### src/verilog/opgen_regs.svh
/*
  Constants for operand and effective-address formation: field widths,
  register indices, masks and offsets used by the decoder datapath.
  Assumes 32-bit data, 16-bit instructions and byte addressing.
*/
`ifndef OPGEN_REGS_SVH
`define OPGEN_REGS_SVH

`define PFX_W        11
`define IMM5_W       5
`define WORD_MASK    32'hFFFF_FFFC
`define ZERO32       32'h0000_0000
`define BR_BIAS      32'h0000_0002
`define RET_OFS      32'h0000_0004
`define SP_IDX       5'h0E
`define PTR_BASE_IDX 5'h10
`define PTR_GRP_MASK 5'h1C
`define LANE_ONE     4'h1
`define HALF_LO      4'h3
`define HALF_HI      4'hC
`define ALL_LANES    4'hF
`define NO_LANES     4'h0

`endif
### src/verilog/opgen_pkg.sv
/*
  Types for the operand and effective-address block: the decoded
  operation class supplied by the instruction decoder.
  Assumes the decoder maps every opcode onto one of these classes.
*/
package opgen_pkg;

  typedef enum logic [4:0] {
    OP_OTHER         = 5'h00,
    OP_PREFIX        = 5'h01,
    OP_IO_PREFIX     = 5'h02,
    OP_ALU_IMM       = 5'h03,
    OP_LOGIC         = 5'h04,
    OP_WIDE_IMM      = 5'h05,
    OP_IND_READ      = 5'h06,
    OP_IND_WRITE     = 5'h07,
    OP_PTR_READ      = 5'h08,
    OP_PTR_WRITE     = 5'h09,
    OP_FRAME_READ    = 5'h0A,
    OP_FRAME_WRITE   = 5'h0B,
    OP_BYTE_FIXED    = 5'h0C,
    OP_HALF_FIXED    = 5'h0D,
    OP_BYTE_DYN      = 5'h0E,
    OP_HALF_DYN      = 5'h0F,
    OP_FRAME_BYTE    = 5'h10,
    OP_FRAME_HALF    = 5'h11,
    OP_REL_JUMP      = 5'h12,
    OP_REL_JUMP_LINK = 5'h13,
    OP_REG_JUMP      = 5'h14,
    OP_REG_JUMP_LINK = 5'h15
  } op_t;

endpackage

### src/verilog/operand_address_gen.sv
/*
  Operand and effective-address formation for a 32-bit soft CPU:
  prefix register, immediates, load/store addresses, lanes, branch and
  jump targets with one delay slot, link value.
  Assumes a decoder supplies the op class, immediate field, register
  values and index of the address register; skip logic drives CANCEL.
*/
// Summary of operation
// - frame word reads always go through the data cache when enabled
// - unprefixed short immediate is 5 bits unsigned, value 0 to 31
// - prefix loads 11-bit register, placed above 5-bit immediate making 16 bits
// - prefix value only reaches the instruction right after the prefix
// - other-width immediates pass unchanged, prefix register ignored
// - logic ops use two registers unprefixed, register plus 16-bit immediate prefixed
// - indirect address is signed prefix times 4 plus word-aligned register
// - prefix displacement spans -4096 to 4092 bytes from aligned base
// - indirect word read and write accept any address and data register
// - no partial-word reads exist; reads are always full words
// - dynamic partial writes pick lane from address register low bits
// - fixed partial writes pick lane from 2-bit or 1-bit immediate
// - non-frame partial writes add signed prefix word offset to aligned register
// - partial writes take data only from the partial source register
// - pointer word accesses accept only the four pointer registers as address
// - frame word accesses accept only the stack pointer as address
// - indexed forms add word index; reach 124 or 1020 bytes unprefixed
// - frame partial writes reach 0 to 1023 bytes or 0 to 511 halves
// - relative target comes from branch address and 11-bit offset field
// - relative jump with link also writes return address to link register
// - jumps are unconditional; only a preceding skip cancels them
// - one delay slot instruction runs before the relative branch target
// - relative reach is 2048 bytes forward and 2046 bytes backward
// - register jump loads register shifted left one; link form saves return
// - io-prefixed indirect or pointer reads bypass the data cache
// - one delay slot instruction runs before the register jump target
`timescale 1ns/10ps
`include "opgen_regs.svh"

module operand_address_gen import opgen_pkg::*; (
  input  wire logic        CLK,             // cpu clock, 250 MHz
  input  wire logic        RESETN,          // async reset, active low
  input  wire logic        INSTR_VALID,     // instruction issued this cycle
  input  wire logic        INSTR_CANCEL,    // issued but cancelled by a skip
  input  wire op_t         OP,              // decoded operation class
  input  wire logic [10:0] IMM_FIELD,       // raw immediate field
  input  wire logic [4:0]  ADDR_REG_IDX,    // index of the address register
  input  wire logic [31:0] ADDR_REG_VAL,    // address register contents
  input  wire logic [31:0] DATA_REG_VAL,    // second / data register contents
  input  wire logic [31:0] PARTIAL_SRC_VAL, // partial_source_reg contents
  input  wire logic [31:0] PC,              // address of this instruction
  input  wire logic        DCACHE_EN,       // data cache enabled
  output logic      [31:0] EA,              // effective address
  output logic             MEM_RD,          // word read request
  output logic             MEM_WR,          // write request
  output logic      [3:0]  BYTE_EN,         // lanes read or written
  output logic      [31:0] WR_DATA,         // write data
  output logic             CACHE_USE,       // read served via the data cache
  output logic      [31:0] OPERAND_B,       // second alu operand
  output logic             B_IS_IMM,        // operand b is an immediate
  output logic             PC_LOAD,         // load PC_TARGET now
  output logic      [31:0] PC_TARGET,       // transfer target
  output logic             LINK_WR,         // write link_reg
  output logic      [31:0] LINK_DATA,       // return address
  output logic             ADDR_REG_FAULT   // illegal address register
);

  logic        exec;
  logic [10:0] k;
  logic        pfx_live;
  logic        io_live;
  logic        pend;
  logic [31:0] pend_target;
  logic [31:0] k_off;
  logic [31:0] base;
  logic [31:0] next_ea;
  logic        next_rd;
  logic        next_wr;
  logic [3:0]  next_be;
  logic [31:0] next_wdata;
  logic        next_cache;
  logic [31:0] next_opb;
  logic        next_b_imm;
  logic        next_fault;
  logic        is_xfer;
  logic [31:0] xfer_target;
  logic        next_link_wr;
  logic [31:0] br_off;
  logic [1:0]  lane;

  assign exec = INSTR_VALID & ~INSTR_CANCEL;

  // a cancelled prefix leaves no value behind; skip logic cancels its partner
  always_ff @(posedge CLK or negedge RESETN) begin
    if (!RESETN) begin
      k        <= 11'h000;
      pfx_live <= 1'b0;
      io_live  <= 1'b0;
    end else if (INSTR_VALID) begin
      if (exec && (OP == OP_PREFIX || OP == OP_IO_PREFIX)) begin
        k        <= IMM_FIELD;
        pfx_live <= 1'b1;
        io_live  <= (OP == OP_IO_PREFIX);
      end else begin
        pfx_live <= 1'b0;
        io_live  <= 1'b0;
      end
    end
  end

  always_comb begin
    // signed word offset, zero unless a prefix came just before
    k_off = pfx_live ? {{19{k[10]}}, k, 2'b00} : `ZERO32;
    base  = ADDR_REG_VAL & `WORD_MASK;
    lane  = ADDR_REG_VAL[1:0];
    br_off = {{21{IMM_FIELD[10]}}, IMM_FIELD};
  end

  always_comb begin
    next_ea    = `ZERO32;
    next_rd    = 1'b0;
    next_wr    = 1'b0;
    next_be    = `NO_LANES;
    next_wdata = `ZERO32;
    next_cache = 1'b0;
    next_opb   = `ZERO32;
    next_b_imm = 1'b0;
    next_fault = 1'b0;
    case (OP)
      OP_ALU_IMM: begin
        next_b_imm = 1'b1;
        next_opb   = {16'h0000, (pfx_live ? k : 11'h000), IMM_FIELD[4:0]};
      end
      OP_LOGIC: begin
        next_b_imm = pfx_live;
        next_opb   = pfx_live ? {16'h0000, k, IMM_FIELD[4:0]} : DATA_REG_VAL;
      end
      OP_WIDE_IMM: begin
        next_b_imm = 1'b1;
        next_opb   = {21'h00_0000, IMM_FIELD};
      end
      OP_IND_READ, OP_IND_WRITE: begin
        next_ea    = base + k_off;
        next_rd    = (OP == OP_IND_READ);
        next_wr    = (OP == OP_IND_WRITE);
        next_be    = `ALL_LANES;
        next_wdata = DATA_REG_VAL;
        next_cache = next_rd & DCACHE_EN & ~io_live;
      end
      OP_PTR_READ, OP_PTR_WRITE: begin
        next_ea    = base + k_off + {25'h000_0000, IMM_FIELD[4:0], 2'b00};
        next_rd    = (OP == OP_PTR_READ);
        next_wr    = (OP == OP_PTR_WRITE);
        next_be    = `ALL_LANES;
        next_wdata = DATA_REG_VAL;
        next_cache = next_rd & DCACHE_EN & ~io_live;
        next_fault = ((ADDR_REG_IDX & `PTR_GRP_MASK) != `PTR_BASE_IDX);
      end
      OP_FRAME_READ, OP_FRAME_WRITE: begin
        next_ea    = base + k_off + {22'h00_0000, IMM_FIELD[7:0], 2'b00};
        next_rd    = (OP == OP_FRAME_READ);
        next_wr    = (OP == OP_FRAME_WRITE);
        next_be    = `ALL_LANES;
        next_wdata = DATA_REG_VAL;
        // no bypass for this read even after an io prefix
        next_cache = next_rd & DCACHE_EN;
        next_fault = (ADDR_REG_IDX != `SP_IDX);
      end
      OP_BYTE_FIXED, OP_HALF_FIXED, OP_BYTE_DYN, OP_HALF_DYN: begin
        next_ea    = base + k_off;
        next_wr    = 1'b1;
        next_wdata = PARTIAL_SRC_VAL;
        case (OP)
          OP_BYTE_FIXED: next_be = `LANE_ONE << IMM_FIELD[1:0];
          OP_HALF_FIXED: next_be = IMM_FIELD[0] ? `HALF_HI : `HALF_LO;
          OP_BYTE_DYN:   next_be = `LANE_ONE << lane;
          default:       next_be = lane[1] ? `HALF_HI : `HALF_LO;
        endcase
      end
      OP_FRAME_BYTE: begin
        next_ea    = base + {22'h00_0000, IMM_FIELD[9:2], 2'b00};
        next_wr    = 1'b1;
        next_be    = `LANE_ONE << IMM_FIELD[1:0];
        next_wdata = PARTIAL_SRC_VAL;
        next_fault = (ADDR_REG_IDX != `SP_IDX);
      end
      OP_FRAME_HALF: begin
        next_ea    = base + {22'h00_0000, IMM_FIELD[8:1], 2'b00};
        next_wr    = 1'b1;
        next_be    = IMM_FIELD[0] ? `HALF_HI : `HALF_LO;
        next_wdata = PARTIAL_SRC_VAL;
        next_fault = (ADDR_REG_IDX != `SP_IDX);
      end
      default: begin
        next_ea = `ZERO32;
      end
    endcase
  end

  always_comb begin
    is_xfer      = 1'b0;
    xfer_target  = `ZERO32;
    next_link_wr = 1'b0;
    case (OP)
      OP_REL_JUMP, OP_REL_JUMP_LINK: begin
        is_xfer      = 1'b1;
        // offset field -1024..1023 maps to -2046..+2048 bytes
        xfer_target  = PC + {br_off[30:0], 1'b0} + `BR_BIAS;
        next_link_wr = (OP == OP_REL_JUMP_LINK);
      end
      OP_REG_JUMP, OP_REG_JUMP_LINK: begin
        is_xfer      = 1'b1;
        xfer_target  = {DATA_REG_VAL[30:0], 1'b0};
        next_link_wr = (OP == OP_REG_JUMP_LINK);
      end
      default: begin
        is_xfer = 1'b0;
      end
    endcase
  end

  // operand and memory outputs; a cancelled instruction raises no request, cache use, lane or fault
  always_ff @(posedge CLK or negedge RESETN) begin
    if (!RESETN) begin
      EA             <= `ZERO32;
      MEM_RD         <= 1'b0;
      MEM_WR         <= 1'b0;
      BYTE_EN        <= `NO_LANES;
      WR_DATA        <= `ZERO32;
      CACHE_USE      <= 1'b0;
      OPERAND_B      <= `ZERO32;
      B_IS_IMM       <= 1'b0;
      ADDR_REG_FAULT <= 1'b0;
    end else begin
      EA             <= next_ea;
      MEM_RD         <= exec & next_rd & ~next_fault;
      MEM_WR         <= exec & next_wr & ~next_fault;
      BYTE_EN        <= exec ? next_be : `NO_LANES;
      WR_DATA        <= next_wdata;
      CACHE_USE      <= exec & next_cache & ~next_fault;
      OPERAND_B      <= next_opb;
      B_IS_IMM       <= next_b_imm;
      ADDR_REG_FAULT <= exec & next_fault;
    end
  end

  // target is held until the delay-slot instruction issues, then loaded
  always_ff @(posedge CLK or negedge RESETN) begin
    if (!RESETN) begin
      pend        <= 1'b0;
      pend_target <= `ZERO32;
      PC_LOAD     <= 1'b0;
      PC_TARGET   <= `ZERO32;
    end else begin
      PC_LOAD <= 1'b0;
      if (INSTR_VALID && pend) begin
        PC_LOAD   <= 1'b1;
        PC_TARGET <= pend_target;
        pend      <= 1'b0;
      end
      if (exec && is_xfer) begin
        pend        <= 1'b1;
        pend_target <= xfer_target;
      end
    end
  end

  always_ff @(posedge CLK or negedge RESETN) begin
    if (!RESETN) begin
      LINK_WR   <= 1'b0;
      LINK_DATA <= `ZERO32;
    end else begin
      LINK_WR   <= exec & next_link_wr;
      LINK_DATA <= PC + `RET_OFS;
    end
  end
endmodule

### config.mk
export PLATFORM = sky130hd
export DESIGN_NAME = operand_address_gen
export DESIGN_NICKNAME = d
export VERILOG_FILES = /design/src/verilog/opgen_pkg.sv /design/src/verilog/operand_address_gen.sv
export VERILOG_INCLUDE_DIRS = /design/src /design/src/verilog
export SDC_FILE = /design/constraint.sdc
export NUM_CORES = 1
export LEC_CHECK = 0
export ABC_CLOCK_PERIOD_IN_PS = 6300
export BUFFER_PORTS_ARGS = -buffer_cell sky130_fd_sc_hd__buf_2
export CAP_MARGIN = 20
export CORE_MARGIN = 3
export CORE_UTILIZATION = 55
export DETAILED_ROUTE_END_ITERATION = 10
export PLACE_DENSITY = 0.81
export SLEW_MARGIN = 40
export SYNTH_ARGS = -nofsm -noshare
export SYNTH_HDL_FRONTEND = slang
export SYNTH_SLANG_ARGS = --single-unit
### constraint.sdc
create_clock -name CLK -period 6.3 [get_ports CLK]
set_clock_uncertainty 0.15 [all_clocks]
set_input_delay 0.945 -clock CLK [delete_from_list [all_inputs] [get_ports CLK]]
set_output_delay 0.945 -clock CLK [all_outputs]
set_load 0.005 [all_outputs]
==> run summary <==
Status - finished clean
Worst path arrival time - 5.56 ns
RSZ-0062 raised after global routing - no
Register area - 5380 µm²
Share of layout cells above drive strength 1 - 0.265
Area leader, netlist - dfrtp_1
Final ANT Viol Nets - 0
Setup TNS Final - 0 ns
Initial Util - 0.561
Max stage delay on crit path - 0.86 ns
CTS H-tree depth - 1
Hold-fix buffers at CTS - 0
CP required - 6.50 ns
Core box area - 24,500 µm²
Post-Syn Area - 13,700 µm²
Asr flop ratio synth - 1.00
Synth unique cells - 88
CP Launch Type - register
# DRC - 0
R2R depth - 17
Inserted Clock Buffers - 24
Post-Place Worst Slack - 0.882 ns
Top cells by area, synth - dfrtp_1 (39%), ha_1 (7.8%), xnor2_1 (5.1%)
Area Growth Syn to Fin - 19.9%
Placer Congestion - 0.936
RR Startpoint - pfx_live
Slowest-stage cell, CP - dfrtp_1
Clock Path Buffers - 3
Final setup vio count - 0
R2R Path End - EA[28]
Tightest Pin Transition - 0.856 ns
GR Overflow Total - 0
Worst Setup Slack, final - 0.938 ns
Max Cap Viol - 0
PortBufs - 322
Utilization after layout - 0.673
Yosys warns - 0
Crit Path Category - reg -> reg
DRT Pass-1 Iters - 6
Pin count of the biggest net entering global routing - 90
DIE WIDTH - 164 µm
Post-CTS resize count - 0
CTS tree - built
CP Max Fanout - 24
Via/cell ratio - 6.17
# IOs - 325
Final Hold Viols - 0
# rows - 57
Post-CTS setup buffer count - 0
Total GRT Usage - 0.337
Pins Over Slew Limit - 0
Buffer and inverter count on the worst path - 1
Final worst path period share - 0.851
CTS Sinks - 215
Drt initial violations - 1,130
Post-synth top area share - 0.392
Post-synthesis sequential area ratio - 0.392
CP Capture Type - register
Vias in the first global route - 12,238
Post-Syn Instances - 1,435
Die area - 26,900 µm²
Fill count - 1,966
Worst vdd ir - 0.188 mV
Achievable clock frequency - 0.186 GHz
Number of flops mapped to enable cells by yosys - 0
Worst reg-to-reg setup slack - 0.94 ns
Delay-heaviest family, CP - simple AND/OR/NAND/NOR gates
Leak pwr - 8.00 nW
Syn Area/Cell - 9.57 µm²
Die height - 164 µm
Initial antenna violation count - 6
PnR Total Power - 3.98 mW
Routed wire per std cell - 22.7 µm
Worst path cell trace - and2_1 > ha_1 > inv_1 > fa_1 > nand2b_1 > nand2b_1 > a21oi_1 > xnor2_1 > ha_1 > a21boi_0 > o21ai_0 > a21oi_1 > o211ai_1 > or4b_1 > nor4_1 > mux2i_1 > o221ai_1
Clock latency on the worst-skew pair - 0.52 ns
Hold Path Class - in -> async
Number of synthesized register bits - 215
Fin nets - 1,970
Half-perimeter wire length after placement - 35.8 mm
Min Clock Period, post-route - 5.36 ns
P per Cell Area - 242 nW/µm²
Vias - 12,772
Global-route wire length before repair - 70.0 mm
Slew headroom - 0.427
Area of the multi-input gates - 7930 µm²
Root Buffer - clkbuf_16
WL final - 46.9 mm
Reg clk slew, reported paths - 0.06 ns
Post-synth top flop - dfrtp_1
-- synth_stat cells (all sizes together), types with 6 or more instances --
cell type,count
a211o,6
buf,25
o31ai,7
o21ai,102
and2,41
nand2,126
a32oi,6
a211oi,11
o22ai,6
or3,7
a21oi,64
mux2i,11
ha,86
mux2,47
nor3,26
or2,9
xor2,44
a21boi,7
nor2b,16
nand3,51
a22oi,38
inv,46
nand4,14
a22o,43
o211ai,7
a2111oi,6
o21a,9
clkbuf,45
a221oi,6
xnor2,83
o221ai,6
a21o,20
nor4,13
nand2b,17
dfrtp,215
nor2,85
and3,15
or4,7
-- area by class of cell --
| type | count | area share |
|---|---|---|
| Multi-Input combinational cell | 1105 | 0.482 |
| Sequential cell | 215 | 0.327 |
| Timing Repair Buffer | 334 | 0.107 |
| Clock buffer | 30 | 0.0391 |
| Tap cell | 324 | 0.0246 |
| Inverter | 46 | 0.0105 |
| Clock inverter | 12 | 0.00988 |
| Antenna cell | 4 | 0.000608 |
-- registers in the layout, summed over array words and instances (netlist names), 4 cells and up --
signal,flops
LINK_DATA,32
OPERAND_B,32
PC_TARGET,32
WR_DATA,32
pend_target,32
EA,30
k,11
BYTE_EN,4
-- power breakdown --
group	total [mW]	switching (mW)	internal, mW	leakage, nW
Sequential	1.63	0.0847	1.55	2.81
Clock	1.45	0.594	0.852	0.394
Combinational	0.901	0.520	0.380	4.79
Total	3.98	1.20	2.78	8.00
-- cells in the final DEF, fill, tap and decap left out, types with 6 or more instances in the layout --
cell type,netlist,final
a32oi_1,6,6
a211o_1,6,6
a22oi_1,38,38
nor2b_1,15,15
clkbuf_16,0,24
o211ai_1,7,7
nand2_1,125,125
dfrtp_1,215,215
a21oi_1,62,61
nor3_1,25,22
o21ai_0,97,97
o22ai_1,6,6
ha_1,86,86
buf_4,4,6
nand3_1,51,51
xor2_1,43,43
a21o_1,20,20
mux2i_1,11,11
nor4_1,11,11
or4_1,6,6
o31ai_1,6,6
buf_2,14,321
inv_1,46,46
nand4_1,13,13
a22o_1,43,43
o221ai_1,6,6
or3_1,7,7
a211oi_1,11,11
mux2_2,47,47
xnor2_1,80,80
and2_1,41,40
and3_1,15,15
or2_2,6,6
nand2b_1,17,16
o21a_1,9,8
nor2_1,85,84
-- kinds of logic (layout without fill, tap and decap cells) --
group,count (synthesis),after routing,synth area share
adders and majority gates,90,90,0.0842
and+or+nand+nor,455,455,0.173
muxes,58,58,0.0466
AOI/OAI and AO/OA,373,373,0.185
buffers and inverters,116,422,0.0352
DFF,215,215,0.392
other,1,6,0.000273
xor gates and xnor gates,127,127,0.0840
-- per-stage QoR --
step	hold WS (ns)	cells	instance area, µm²
floorplan	0.292	1436	13700
global placement	0.304	2020	15500
detailed placement	0.318	2024	15600
CTS	0.313	2066	16400
global route	0.346	2069	16500
finish	0.294	2070	16500
-- worst max path at each step --
| stage | startpoint | slack, ns | cells past startpoint | endpoint |
|---|---|---|---|---|
| floorplan | OP[3] | 1.18 | 19 | EA[22] |
| global placement | OP[3] | 1.10 | 18 | EA[22] |
| detailed placement | OP[3] | 0.88 | 18 | EA[22] |
| CTS | pfx_live | 1.00 | 17 | EA[28] |
| global route | pfx_live | 0.57 | 17 | EA[28] |
| finish | pfx_live | 0.94 | 17 | EA[28] |
-- per-layer routing --
layer	part of all wire	wire, µm	track usage	vias up
li1	-	-	-	5781
met1	0.40	19000	0.456	6133
met2	0.45	21200	0.527	723
met3	0.10	4810	0.0787	129
met4	0.040	1880	0.128	6
met5	0.00072	34	0	-
Power figures use the tool's default switching activity.
